[config.mk]
export PLATFORM = sky130hd
export DESIGN_NAME = flash_write_guard
export DESIGN_NICKNAME = d
export VERILOG_FILES = /design/src/design/flash_key_fsm.v /design/src/design/flash_write_guard.v
export VERILOG_INCLUDE_DIRS = /design/src /design/src/design
export SDC_FILE = /design/constraint.sdc
export NUM_CORES = 1
export LEC_CHECK = 0
export BUFFER_PORTS_ARGS = -buffer_cell sky130_fd_sc_hd__buf_2
export CORE_ASPECT_RATIO = 1.2
export CORE_MARGIN = 5
export CORE_UTILIZATION = 49
export DETAILED_ROUTE_END_ITERATION = 12
export GPL_ROUTABILITY_DRIVEN = 0
export PLACE_DENSITY = 0.84
export SETUP_SLACK_MARGIN = 0.15
export SYNTH_ARGS = -nofsm -noshare
export SYNTH_HDL_FRONTEND = slang
export SYNTH_SLANG_ARGS = --single-unit
[constraint.sdc]
create_clock -name sys_clk_i -period 2.84 [get_ports sys_clk_i]
set_input_delay 0.284 -clock sys_clk_i [delete_from_list [all_inputs] [get_ports sys_clk_i]]
set_output_delay 0.284 -clock sys_clk_i [all_outputs]
set_load 0.02 [all_outputs]
[src/design/flash_lock_defs.vh]
// Overview of operation
// - Write-enable bit 0 set sends external-move writes to flash as one byte.
// - Erase-enable plus write-enable makes an external-move write erase the addressed page.
// - Control bits 7 to 2 read zero; writes to them do nothing.
// - Key 0xA5 then 0xF1 unlocks flash writes and erases.
// - After one write or erase completes, operations are disabled again.
// - Wrong or out-of-order key write locks flash until reset.
// - Flash attempt while not unlocked changes nothing and locks until reset.
// - First key other than 0xA5 locks flash until reset.
// - Key register read gives lock state in bits 1 to 0.
`ifndef FLASH_LOCK_DEFS_VH
`define FLASH_LOCK_DEFS_VH

`define CTL_REG_ADDR 8'h8F
`define KEY_REG_ADDR 8'hB7
`define CTL_WEN_BIT 0
`define CTL_EEN_BIT 1
`define CTL_RESET 8'h00
`define KEY_FIRST 8'hA5
`define KEY_SECOND 8'hF1
`define LOCK_LOCKED 2'h0
`define LOCK_FIRST 2'h1
`define LOCK_OPEN 2'h2
`define LOCK_DEAD 2'h3
`define RDATA_RESET 8'h00

`endif

[src/design/flash_key_fsm.v]
`include "flash_lock_defs.vh"
`default_nettype none

module flash_key_fsm (
  input wire sys_clk_i,
  input wire rst_i,
  input wire key_wr_i,
  input wire [7:0] key_data_i,
  input wire bad_attempt_i,
  input wire op_done_i,
  output wire [1:0] state_o
);

  reg [1:0] state_reg;
  reg [1:0] state_next;

  always @* begin
    state_next = state_reg;
    case (state_reg)
      `LOCK_LOCKED: begin
        if (bad_attempt_i) begin
          state_next = `LOCK_DEAD;
        end else if (key_wr_i) begin
          state_next = (key_data_i == `KEY_FIRST) ? `LOCK_FIRST : `LOCK_DEAD;
        end
      end
      `LOCK_FIRST: begin
        if (bad_attempt_i) begin
          state_next = `LOCK_DEAD;
        end else if (key_wr_i) begin
          state_next = (key_data_i == `KEY_SECOND) ? `LOCK_OPEN : `LOCK_DEAD;
        end
      end
      `LOCK_OPEN: begin
        if (key_wr_i) begin
          state_next = `LOCK_DEAD;
        end else if (op_done_i) begin
          state_next = `LOCK_LOCKED;
        end
      end
      `LOCK_DEAD: begin
        state_next = `LOCK_DEAD;
      end
      default: begin
        state_next = `LOCK_DEAD;
      end
    endcase
  end

  always @(posedge sys_clk_i) begin
    if (rst_i) begin
      state_reg <= `LOCK_LOCKED;
    end else begin
      state_reg <= state_next;
    end
  end

  assign state_o = state_reg;

endmodule // flash_key_fsm

`default_nettype wire

[src/design/flash_write_guard.v]
`include "flash_lock_defs.vh"
`default_nettype none

module flash_write_guard #(
  parameter ADDR_W = 16
) (
  input wire sys_clk_i,
  input wire rst_i,
  // special-function register port of the core
  input wire [7:0] sfr_addr_i,
  input wire sfr_wr_i,
  input wire sfr_rd_i,
  input wire [7:0] sfr_wdata_i,
  output reg [7:0] sfr_rdata_o,
  output reg sfr_rvalid_o,
  // external-move write from the core
  input wire external_move_instruction_wr_i,
  input wire [ADDR_W-1:0] xmove_addr_i,
  input wire [7:0] xmove_data_i,
  // data-memory side, used when flash writes are off
  output reg xram_wr_o,
  output reg [ADDR_W-1:0] xram_addr_o,
  output reg [7:0] xram_data_o,
  // flash array side
  output reg flash_wr_o,
  output reg flash_erase_o,
  output reg [ADDR_W-1:0] flash_addr_o,
  output reg [7:0] flash_data_o,
  input wire flash_done_i,
  // status
  output reg busy_o,
  output reg refused_o,
  output reg program_write_enable_o,
  output reg page_erase_enable_o,
  output reg [1:0] lock_state_o
);

  reg program_write_enable_reg;
  reg page_erase_enable_reg;
  reg busy_reg;
  reg [7:0] rdata_next;
  wire [1:0] lock_state;
  wire ctl_wr;
  wire key_wr;
  wire flash_try;
  wire flash_go;
  wire bad_attempt;
  wire op_done;
  wire busy_drop;
  wire [7:0] ctl_reset;
  wire erase_go;
  wire prog_go;
  wire xram_go;

  // reset image of the control bits comes from the single reset constant
  assign ctl_reset = `CTL_RESET;

  assign ctl_wr = sfr_wr_i && (sfr_addr_i == `CTL_REG_ADDR);
  assign key_wr = sfr_wr_i && (sfr_addr_i == `KEY_REG_ADDR);

  assign flash_try = external_move_instruction_wr_i && program_write_enable_reg && !busy_reg;

  assign flash_go = flash_try && (lock_state == `LOCK_OPEN);

  assign bad_attempt = flash_try && (lock_state != `LOCK_OPEN);

  // a new flash write while one is in flight is dropped; the core is expected to stall
  assign busy_drop = external_move_instruction_wr_i && program_write_enable_reg && busy_reg;

  assign op_done = busy_reg && flash_done_i;

  assign erase_go = flash_go && page_erase_enable_reg;

  assign prog_go = flash_go && !page_erase_enable_reg;

  assign xram_go = external_move_instruction_wr_i && !program_write_enable_reg;

  flash_key_fsm u_key (
    .sys_clk_i(sys_clk_i),
    .rst_i(rst_i),
    .key_wr_i(key_wr),
    .key_data_i(sfr_wdata_i),
    .bad_attempt_i(bad_attempt),
    .op_done_i(op_done),
    .state_o(lock_state)
  );

  // only bits 1 and 0 are stored
  always @(posedge sys_clk_i) begin
    if (rst_i) begin
      program_write_enable_reg <= ctl_reset[`CTL_WEN_BIT];
      page_erase_enable_reg <= ctl_reset[`CTL_EEN_BIT];
    end else if (ctl_wr) begin
      program_write_enable_reg <= sfr_wdata_i[`CTL_WEN_BIT];
      page_erase_enable_reg <= sfr_wdata_i[`CTL_EEN_BIT];
    end
  end

  // read data, one cycle after the strobe
  always @* begin
    rdata_next = `RDATA_RESET;
    case (sfr_addr_i)
      `CTL_REG_ADDR: begin
        rdata_next[`CTL_WEN_BIT] = program_write_enable_reg;
        rdata_next[`CTL_EEN_BIT] = page_erase_enable_reg;
      end
      `KEY_REG_ADDR: begin
        rdata_next[1:0] = lock_state;
      end
      default: begin
        rdata_next = `RDATA_RESET;
      end
    endcase
  end

  always @(posedge sys_clk_i) begin
    if (rst_i) begin
      sfr_rdata_o <= `RDATA_RESET;
      sfr_rvalid_o <= 1'b0;
    end else begin
      sfr_rvalid_o <= sfr_rd_i;
      if (sfr_rd_i) begin
        sfr_rdata_o <= rdata_next;
      end
    end
  end

  // busy spans from the issue pulse until the array reports done
  always @(posedge sys_clk_i) begin
    if (rst_i) begin
      busy_reg <= 1'b0;
    end else if (flash_go) begin
      busy_reg <= 1'b1;
    end else if (op_done) begin
      busy_reg <= 1'b0;
    end
  end

  // strobes are one-cycle pulses; erase and program never fire together
  always @(posedge sys_clk_i) begin
    if (rst_i) begin
      flash_wr_o <= 1'b0;
      flash_erase_o <= 1'b0;
    end else begin
      flash_erase_o <= erase_go;
      flash_wr_o <= prog_go;
    end
  end

  always @(posedge sys_clk_i) begin
    if (rst_i) begin
      refused_o <= 1'b0;
    end else begin
      // the array never sees a refused attempt, only this flag does
      refused_o <= bad_attempt || busy_drop;
    end
  end

  // address and data hold after the pulse so a slow array can sample late
  always @(posedge sys_clk_i) begin
    if (rst_i) begin
      flash_addr_o <= {ADDR_W{1'b0}};
      flash_data_o <= 8'h00;
    end else if (flash_go) begin
      flash_addr_o <= xmove_addr_i;
      flash_data_o <= page_erase_enable_reg ? 8'h00 : xmove_data_i;
    end
  end

  // write-enable clear keeps writes in data memory
  always @(posedge sys_clk_i) begin
    if (rst_i) begin
      xram_wr_o <= 1'b0;
    end else begin
      xram_wr_o <= xram_go;
    end
  end

  // data-memory payload holds until the next routed write
  always @(posedge sys_clk_i) begin
    if (rst_i) begin
      xram_addr_o <= {ADDR_W{1'b0}};
      xram_data_o <= 8'h00;
    end else if (xram_go) begin
      xram_addr_o <= xmove_addr_i;
      xram_data_o <= xmove_data_i;
    end
  end

  // status mirrors, registered so every output is a flop
  always @(posedge sys_clk_i) begin
    if (rst_i) begin
      busy_o <= 1'b0;
      program_write_enable_o <= 1'b0;
      page_erase_enable_o <= 1'b0;
    end else begin
      busy_o <= busy_reg;
      program_write_enable_o <= program_write_enable_reg;
      page_erase_enable_o <= page_erase_enable_reg;
    end
  end

  always @(posedge sys_clk_i) begin
    if (rst_i) begin
      lock_state_o <= `LOCK_LOCKED;
    end else begin
      lock_state_o <= lock_state;
    end
  end

endmodule // flash_write_guard

`default_nettype wire

==> summary.md, run 1 <==
| Metric | Value |
|---|---|
| First-pass GRT wire length | `9800 um` |
| Power, Total | `1.84 mW` |
| Die Ht | `slightly below 90 um` |
| Max IR drop VDD | `0.000372 V` |
| Setup Fix Bufs, Post-CTS | `0` |
| Arrival time worst endpoint | `between 2 and 2.5 ns` |
| Die area | `6390 um^2` |
| Largest registers | `flash_addr_o x16, xram_addr_o x16` |
| Setup TNS Final | `0 ns` |
| DRC | `0` |
| GRT overflow | `0` |
| Die W | `between 70 and 80 um` |
| Core Rows | `27` |
| Hold buffers post-CTS | `0` |
| Max Clock Freq | `553 MHz` |
| Actual slew at the worst max-slew pin | `approximately 1.0 ns` |
| Critical path fanouts, max | `25` |
| Layout cell share with drive strength beyond 1 | `31.4%` |
| Clk sink count | `65` |
| Vias per std cell | `4.97` |
| Pins Over Slew Limit | `0` |
| Initial antenna violation count | `0` |
| Ys flop type | `dfxtp_1` |
| IO Port Bufs | `105` |
| P&R area growth vs syn | `28.9%` |
| CTS resizes | `0` |
| Startpoint Class | `register` |
| Largest net degree at the start of global routing | `38` |
| Placed cell areas | `around 2900 um^2` |
| Worst Hold Class | `in -> reg` |
| Number of synthesized flops with an enable pin | `0` |
| Total global-route track usage | `19.5%` |
| Drt total wl | `5860 um` |
| RSZ-0062 raised after global routing | `false` |
| Drt first pass iters | `4` |
| Synth Instances | `286` |
| Total CTS buffers | `9` |
| Hpwl dp | `between 4000 and 5000 um` |
| Clock latency on the worst-skew pair | `approximately 0.33 ns` |
| NumNets Final | `between 400 and 500` |
| Post-route antenna net violation count | `0` |
| Clk root buf | `clkbuf_8` |
| Sequential share of the synthesized area | `54.4%` |
| Initial Utilization | `51.3%` |
| WL/cell | `between 10 and 15 um` |
| Status | `completed` |
| Inserted Diodes | `0` |
| Util after Layout | `66.1%` |
| Cell Pwr Density | `597 nW/um^2` |
| Bufs on Longest Clock Path | `2` |
| Hold Violations, Final | `0` |
| Minimum clock period | `1.81 ns` |
| Max Clock Skew | `0.00880 ns` |
| Post-synthesis instance area | `about 2400 um^2` |
| Asr flop ratio synth | `0%` |
| Setup-failing EPs final | `0` |
| CORE AREA | `around 4700 um^2` |
| Vias in the first global route | `between 2000 and 2500` |
| Lkg Pwr | `1.41 nW` |
| Crit path kind | `reg -> reg` |
| CTS tree | `built` |
| Yosys reg bits | `65` |
| Syn Area/Cell | `8.36 um^2` |
| Reg clk slew, reported paths | `0.06 ns` |
| Critical Path End Type | `register` |
| Vias | `~2200` |
| H-tree depth | `3` |
| Req. time, crit path | `3.10 ns` |
| Yosys cell types | `30` |
| Max cap viols | `0` |
| Slew HR | `about a third` |
| I/O pins | `approximately 110` |
| Final worst-path cycle share | `between 60% and 70%` |
| Ys Warns | `0` |
| Initial DRC count | `approximately 130` |
| Design Area, Final | `3080 um^2` |
metal layers:
| metal | global-route usage (%) | vias up | wire (um) | share of wire [%] |
|---|---|---|---|---|
| met4 | 9.88 | 0 | 118 | 2.0 |
| met5 | 0 | - | 0 | 0 |
| met3 | 5.10 | 12 | 489 | 8.3 |
| met1 | 23.6 | 997 | 2450 | 42 |
| met2 | 31.6 | 80 | 2810 | 48 |
| li1 | - | 1127 | - | - |
worst paths after layout:
path / depth (start not counted) / startpoint / slack, ns / end
setup reg to reg: 4 / program_write_enable_reg / 1.03 / flash_data_o[7]
setup / recovery: 4 / program_write_enable_reg / 1.03 / flash_data_o[7]
hold reg to reg: 2 / xram_addr_o[9] / 0.45 / xram_addr_o[9]
hold / removal: 2 / sfr_rd_i / 0.19 / sfr_rdata_o[1]
synth_stat cells, types with 3 or more instances:
cell | n | area share [%]
a211oi_1 | 3 | 0.94
a21oi_1 | 49 | 10
buf_2 | 7 | 1.5
buf_4 | 6 | 1.9
clkbuf_1 | 12 | 1.9
dfxtp_1 | 65 | 54
nand2_1 | 90 | 14
nand2b_1 | 5 | 1.3
nand3b_1 | 10 | 3.1
nor2_1 | 7 | 1.1
nor2b_1 | 7 | 1.8
nor3_1 | 3 | 0.63
cells by family (layout without fill, tap and decap cells):
logic type             count (synthesis)  count (layout)  synth area share [%]
multiplexers                           2               2                 0.837
AND/OR/NAND/NOR                      134             134                  26.0
buffers and inverters                 26             123                  5.39
flip-flops                            65              65                  54.4
other                                  1               6                 0.157
AO/OA/AOI/OAI                         58              58                  13.2
cell type report:
type                            instances  area [um^2]
Clock buffer                           13          149
Clock inverter                          3         40.0
Fill cell                             408         1580
Inverter                                1         3.75
Multi-Input combinational cell        200          983
Sequential cell                        65         1300
Tap cell                               58         72.6
Timing Repair Buffer                  106          533
worst max-delay path, cell delays in order, from the launching register on:
cell and delay (ns):
dfxtp_1 0.43, nand3b_1 0.18, nor2_2 0.81, nand3b_1 0.15
a21oi_1 0.18
metrics by stage:
step | worst slack [ns] | hold slack [ns] | std cells
6_report | 1.03 | 0.192 | 446
3_5_place_dp | 1.05 | 0.444 | 430
4_1_cts | 1.05 | 0.181 | 446
3_3_place_gp | 1.12 | 0.436 | 430
2_1_floorplan | 1.43 | 0.380 | 291
5_1_grt | 0.764 | 0.185 | 446
power by group:
part           internal, mW  switching (mW)  total (mW)
combinational        0.0540          0.0965       0.150
sequential            0.933         0.00886       0.942
clock                 0.428           0.321       0.748
layout by cell type (no fill, tap or decap), types with 2 or more instances in the layout:
| cell | instances |
|---|---|
| nor2_1 | 7 |
| a21oi_1 | 49 |
| nor3_1 | 3 |
| nand2_1 | 90 |
| nor3b_1 | 2 |
| conb_1 | 6 |
| clkbuf_8 | 10 |
| clkinv_2 | 2 |
| a22oi_1 | 2 |
| dfxtp_1 | 65 |
| nand2b_1 | 5 |
| mux2i_1 | 2 |
| clkbuf_1 | 3 |
| nand3b_1 | 10 |
| nor2b_1 | 6 |
| nand4b_1 | 2 |
| buf_2 | 105 |
| a211oi_1 | 3 |
(Power assumes the default switching activity.)
==> run 2, diff against run 1 <==
--- a/config.mk
+++ b/config.mk
@@ -9,10 +9,10 @@
 export BUFFER_PORTS_ARGS = -buffer_cell sky130_fd_sc_hd__buf_2
 export CORE_ASPECT_RATIO = 1.2
 export CORE_MARGIN = 5
-export CORE_UTILIZATION = 49
+export CORE_UTILIZATION = 41
 export DETAILED_ROUTE_END_ITERATION = 12
 export GPL_ROUTABILITY_DRIVEN = 0
-export PLACE_DENSITY = 0.84
+export PLACE_DENSITY = 0.75
 export SETUP_SLACK_MARGIN = 0.15
 export SYNTH_ARGS = -nofsm -noshare
 export SYNTH_HDL_FRONTEND = slang
==> constraint.sdc (replaced) <==
create_clock -name sys_clk_i -period 1.59 [get_ports sys_clk_i]
set_input_delay 0.159 -clock sys_clk_i [delete_from_list [all_inputs] [get_ports sys_clk_i]]
set_output_delay 0.159 -clock sys_clk_i [all_outputs]
set_load 0.02 [all_outputs]
==> run 2 against run 1 <==
Non-clock buffer count up 9. Flip-flop and latch count unchanged. Clock skew down 0.0039 ns. Sequential power up 78%. Via count up 4.3%. Critical path type unchanged. Critical endpoint is now flash_data_o[3]. Largest power group unchanged.
==> summary.md, run 2 (same netlist as run 1, synthesis figures left out) <==
| Metric | Value |
|---|---|
| Util after Layout | `56.7% (was 66.1%)` |
| Worst Hold Class | `in -> reg (unchanged)` |
| I/O pins | `112 (unchanged)` |
| Setup TNS Final | `0 ns (unchanged)` |
| Vias per std cell | `4.85 (was 4.97)` |
| Ordered list of cells on the worst path | `nand3b_1 > or2_1 > buf_12 > nand2_1 > a21oi_1 (was nand3b_1 > nor2_2 > nand3b_1 > a21oi_1)` |
| Die Ht | `93.7 um (was 86.5 um)` |
| Total global-route track usage | `16.6% (was 19.5%)` |
| Largest net degree at the start of global routing | `39 (was 38)` |
| Initial DRC count | `89 (was 126)` |
| Setup-failing EPs final | `0 (unchanged)` |
| CP max-delay cell | `dfxtp_1 (was nor2_2)` |
| First-pass GRT wire length | `9780 um (was 9800 um)` |
| H-tree depth | `3 (unchanged)` |
| Reg clk slew, reported paths | `0.07 ns (was 0.06 ns)` |
| Status | `completed (unchanged)` |
| Max Clock Freq | `748 MHz (was 553 MHz)` |
| Final worst-path cycle share | `84.1% (was 63.7%)` |
| Hpwl dp | `4450 um (was 4200 um)` |
| Inserted Diodes | `0 (unchanged)` |
| Max Clock Skew | `0.00490 ns (was 0.00880 ns)` |
| Startpoint Class | `register (unchanged)` |
| Power, Total | `3.33 mW (was 1.84 mW)` |
| Post-route antenna net violation count | `0 (unchanged)` |
| CTS tree | `built (unchanged)` |
| DRC | `0 (unchanged)` |
| Drt first pass iters | `4 (unchanged)` |
| Req. time, crit path | `1.78 ns (was 3.10 ns)` |
| Total CTS buffers | `9 (unchanged)` |
| CORE AREA | `5670 um^2 (was 4660 um^2)` |
| Vias | `2312 (was 2216)` |
| Setup Fix Bufs, Post-CTS | `0 (unchanged)` |
| Drt total wl | `6130 um (was 5860 um)` |
| Max IR drop VDD | `0.000744 V (was 0.000372 V)` |
| Die area | `7470 um^2 (was 6390 um^2)` |
| Lkg Pwr | `1.47 nW (was 1.41 nW)` |
| Cell Pwr Density | `1030 nW/um^2 (was 597 nW/um^2)` |
| Layout cell share with drive strength beyond 1 | `33.8% (was 31.4%)` |
| RSZ-0062 raised after global routing | `false (unchanged)` |
| WL/cell | `12.9 um (was 13.1 um)` |
| Vias in the first global route | `2188 (was 2199)` |
| Hold buffers post-CTS | `0 (unchanged)` |
| GRT overflow | `0 (unchanged)` |
| Critical Path End Type | `register (unchanged)` |
| Critical path fanouts, max | `24 (was 25)` |
| IO Port Bufs | `105 (unchanged)` |
| Initial antenna violation count | `0 (unchanged)` |
| Commonest non-fill, non-tap cell in the layout | `buf_2 (unchanged)` |
| Core Rows | `30 (was 27)` |
| CP bufs+invs | `1 (was 0)` |
| Max stage delay on crit path | `0.35 ns (was 0.81 ns)` |
| Minimum clock period | `1.34 ns (was 1.81 ns)` |
| P&R area growth vs syn | `34.4% (was 28.9%)` |
| Clk sink count | `65 (unchanged)` |
| Final Non-Filler Cells | `477 (was 446)` |
| Die W | `79.7 um (was 73.8 um)` |
| NumNets Final | `438 (was 429)` |
| Clock latency on the worst-skew pair | `0.33 ns (about the same)` |
| Hold slack | `0.0671 ns (was 0.192 ns)` |
| Initial Utilization | `42.2% (was 51.3%)` |
| Hold Violations, Final | `0 (unchanged)` |
| FILL cells | `531 (was 408)` |
| Highest-count cells in the layout ignoring fill and taps | `buf_2, nand2_1, dfxtp_1, a21oi_1 (unchanged)` |
| Largest registers | `flash_addr_o x16, xram_addr_o x16 (unchanged)` |
| Bufs on Longest Clock Path | `2 (unchanged)` |
| Pins Over Slew Limit | `0 (unchanged)` |
| Arrival time worst endpoint | `1.53 ns (was 2.07 ns)` |
| Placed instance count | `461 (was 430)` |
| Crit path kind | `reg -> reg (unchanged)` |
| CP top delay family | `simple AND/OR/NAND/NOR gates (unchanged)` |
| Clk root buf | `clkbuf_8 (unchanged)` |
| Max cap viols | `0 (unchanged)` |
[run 2: changes by cell type in the layout (fill, tap and decap cells not counted)]
cell        delta
buf_12         +2
nor3b_1        -1
clkbuf_1       -2
nor3b_2        +1
buf_4          +7
clkinvlp_4     +2
[run 2: per-stage QoR]
stage	setup slack, ns	instance area (um^2)
3_3_place_gp	0.161	3010
5_1_grt	0.150	3220
2_1_floorplan	0.292	2410
4_1_cts	0.213	3210
6_report	0.252	3220
3_5_place_dp	0.126	3010
[run 2: cell type report]
type                    instances  area (um^2)  share of cell area (%)
well taps                      80          100                    3.11
flip-flops and latches         65         1300                    40.5
inverters                       1         3.75                   0.117
repair buffers                115          626                    19.5
clock buffers                  11          141                    4.40
multi-input cells             200          988                    30.7
clock inverters                 5         55.1                    1.71
[run 2: worst paths after layout]
| kind | start | to | slack, ns | cells past startpoint |
|---|---|---|---|---|
| max | busy_reg | flash_data_o[3] | 0.25 | 5 |
| min | sfr_rd_i | sfr_rdata_o[1] | 0.07 | 2 |
| max reg2reg | busy_reg | flash_data_o[3] | 0.25 | 5 |
| min reg2reg | xram_data_o[0] | xram_data_o[0] | 0.45 | 2 |
[run 2: power by group]
part           total (mW)  switching (mW)  internal [mW]
Sequential           1.68          0.0174           1.67
Clock                1.36           0.598          0.761
Combinational       0.282           0.175          0.106
Total                3.33           0.791           2.53
[run 2: repair_timing]
action                                 CTS  global route
resized for setup                        0             1
setup endpoints to repair                0             1
endpoints found under the hold margin    0             0
[run 2: routing by layer]
metal  global-route usage (%)  routed length [um]  vias up
met4                     8.03                  97        0
met3                     2.88                 397       10
met2                     29.5                3060       80
met5                        0                   0        -
met1                     19.0                2580     1078
li1                         -                   -     1144
==> run 3, diff against run 2 <==
--- a/config.mk
+++ b/config.mk
@@ -9,10 +9,10 @@
 export BUFFER_PORTS_ARGS = -buffer_cell sky130_fd_sc_hd__buf_2
 export CORE_ASPECT_RATIO = 1.2
 export CORE_MARGIN = 5
-export CORE_UTILIZATION = 41
+export CORE_UTILIZATION = 46
 export DETAILED_ROUTE_END_ITERATION = 12
 export GPL_ROUTABILITY_DRIVEN = 0
-export PLACE_DENSITY = 0.75
+export PLACE_DENSITY = 0.79
 export SETUP_SLACK_MARGIN = 0.15
 export SYNTH_ARGS = -nofsm -noshare
 export SYNTH_HDL_FRONTEND = slang
==> constraint.sdc (replaced) <==
create_clock -name sys_clk_i -period 1.4 [get_ports sys_clk_i]
set_input_delay 0.14 -clock sys_clk_i [delete_from_list [all_inputs] [get_ports sys_clk_i]]
set_output_delay 0.14 -clock sys_clk_i [all_outputs]
set_load 0.02 [all_outputs]
==> run 3 against run 2 <==
Total power up 19%. Die area down 9.6%. Cell count down 3.1%. Worst setup slack worse by 0.096 ns. Utilization up 10 points. Global-route usage up 2.1 points. Design area up 3.3%. Critical path type unchanged. Non-clock buffer count up 5. Worst hold slack worse by 0.022 ns. Critical path depth unchanged.
==> summary.md, run 3 (same netlist as run 1, synthesis figures left out) <==
| Metric | Value |
|---|---|
| Hold Violations, Final | `0 (unchanged)` |
| RSZ-0062 raised after global routing | `true (was false)` |
| Req. time, crit path | `1.61 ns (was 1.78 ns)` |
| Max Clock Skew | `0.0132 ns (was 0.00490 ns)` |
| DRC | `0 (unchanged)` |
| Initial antenna violation count | `0 (unchanged)` |
| Final Non-Filler Cells | `462 (was 477)` |
| Commonest non-fill, non-tap cell in the layout | `buf_2 (unchanged)` |
| GRT overflow | `0 (unchanged)` |
| H-tree depth | `3 (unchanged)` |
| Initial DRC count | `144 (was 89)` |
| Reg clk slew, reported paths | `0.07 ns (about the same)` |
| Drt total wl | `6310 um (was 6130 um)` |
| Vias | `2286 (was 2312)` |
| Placed instance count | `444 (was 461)` |
| NumNets Final | `443 (was 438)` |
| Setup TNS Final | `0 ns (unchanged)` |
| Arrival time worst endpoint | `1.45 ns (was 1.53 ns)` |
| Die area | `6750 um^2 (was 7470 um^2)` |
| Setup-failing EPs final | `0 (unchanged)` |
| Largest registers | `flash_addr_o x16, xram_addr_o x16 (unchanged)` |
| Highest-count cells in the layout ignoring fill and taps | `buf_2, nand2_1, dfxtp_1, a21oi_1, nand3b_1 (was buf_2, nand2_1, dfxtp_1, a21oi_1)` |
| Total global-route track usage | `18.7% (was 16.6%)` |
| CORE AREA | `4970 um^2 (was 5670 um^2)` |
| Final worst setup slack | `0.157 ns (was 0.252 ns)` |
| Bufs on Longest Clock Path | `2 (unchanged)` |
| Inserted Diodes | `0 (unchanged)` |
| Initial Utilization | `48.1% (was 42.2%)` |
| Max IR drop VDD | `0.000696 V (was 0.000744 V)` |
| Post-route antenna net violation count | `0 (unchanged)` |
| Vias in the first global route | `2194 (was 2188)` |
| Hold Path Depth | `2 (unchanged)` |
| Startpoint Class | `register (unchanged)` |
| Final worst-path cycle share | `88.8% (was 84.1%)` |
| Pins Over Slew Limit | `0 (unchanged)` |
| Sequential power share | `48.4% (was 50.6%)` |
| Critical Path End Type | `register (unchanged)` |
| Int Pwr | `3.02 mW (was 2.53 mW)` |
| Die W | `75.8 um (was 79.7 um)` |
| Hpwl dp | `4500 um (was 4450 um)` |
| Max cap viols | `0 (unchanged)` |
| Vias per std cell | `4.95 (was 4.85)` |
| Critical path fanouts, max | `12 (was 24)` |
| DP Worst Slack | `-0.0336 ns (was 0.126 ns)` |
| Minimum clock period | `1.24 ns (was 1.34 ns)` |
| Die Ht | `89 um (was 93.7 um)` |
| Core Rows | `28 (was 30)` |
| I/O pins | `112 (unchanged)` |
| Clock latency on the worst-skew pair | `0.33 ns (about the same)` |
| Lkg Pwr | `1.53 nW (was 1.47 nW)` |
| Clk root buf | `clkbuf_8 (unchanged)` |
| Worst R2R Path Depth | `5 (unchanged)` |
| Worst Hold Class | `in -> reg (unchanged)` |
| NetSw | `930 uW (was 791 uW)` |
| P&R area growth vs syn | `38.9% (was 34.4%)` |
| Sw Share | `23.5% (was 23.8%)` |
| Crit path kind | `reg -> reg (unchanged)` |
| Status | `completed (unchanged)` |
| Largest net degree at the start of global routing | `40 (was 39)` |
| Layout cell share with drive strength beyond 1 | `35.8% (was 33.8%)` |
| Drt first pass iters | `4 (unchanged)` |
| Total CTS buffers | `9 (unchanged)` |
| Combinational Power Share | `8.4% (was 8.5%)` |
| WL/cell | `13.6 um (was 12.9 um)` |
| Max Clock Freq | `804 MHz (was 748 MHz)` |
| IO Port Bufs | `105 (unchanged)` |
| First-pass GRT wire length | `9680 um (was 9780 um)` |
| Power, Total | `3.95 mW (was 3.33 mW)` |
| Clk sink count | `65 (unchanged)` |
| CTS tree | `built (unchanged)` |
| Clk network pwr share | `43.2% (was 40.9%)` |
| Cell Pwr Density | `1190 nW/um^2 (was 1030 nW/um^2)` |
==> run 3: layout make-up <==
cell class	count	area, um^2
Clock inverter	7	95.1
Inverter	1	3.75
Sequential cell	65	1300
Timing Repair Buffer	120	718
Multi-Input combinational cell	200	1000
Tap cell	60	75.1
Fill cell	404	1650
Clock buffer	9	124
==> run 3: power by group through the flow <==
stage          Clock (mW)  Combinational (mW)  Sequential (mW)
5_1_grt              1.86               0.362             1.91
2_1_floorplan           0               0.126             2.01
4_1_cts              1.74               0.331             1.91
6_report             1.71               0.331             1.91
3_5_place_dp            0               0.330             1.95
3_3_place_gp            0               0.326             1.95
==> run 3: critical path, cell delays in order, from the launching register on <==
cell and delay [ns]:
dfxtp_2 0.32, nand3b_1 0.21, or2_4 0.30, clkbuf_16 0.18, nand2_1 0.07, a21oi_1 0.06
==> run 3: metrics by stage <==
stage               cell area, um^2  util [%]  hold slack, ns
finish                         3320      66.8          0.0454
global route                   3320      66.8          0.0347
global placement               3050      61.3           0.375
detailed placement             3050      61.3           0.380
CTS                            3280      65.8          0.0269
floorplan                      2430         -           0.236
==> run 3: final timing paths <==
kind | start | slack (ns) | end
setup / recovery | busy_reg | 0.16 | flash_addr_o[8]
hold reg to reg | flash_data_o[3] | 0.45 | flash_data_o[3]
setup reg to reg | busy_reg | 0.16 | flash_addr_o[8]
hold / removal | sfr_rd_i | 0.05 | sfr_rdata_o[0]
==> run 3: routing by layer <==
layer	up-vias	track usage, %	wire (um)
li1	1158	-	-
met1	1047	21.7	2560
met2	73	31.8	3190
met3	8	3.60	445
met4	0	10.0	109
met5	-	0	0
==> run 3: repair_timing <==
action | CTS | global route
gates resized for setup | 2 | 3
setup buffers | 0 | 1
setup endpoints to repair | 2 | 26
cloned | 0 | 1
hold endpoints to repair | 0 | 0
hold buffers | 0 | 0
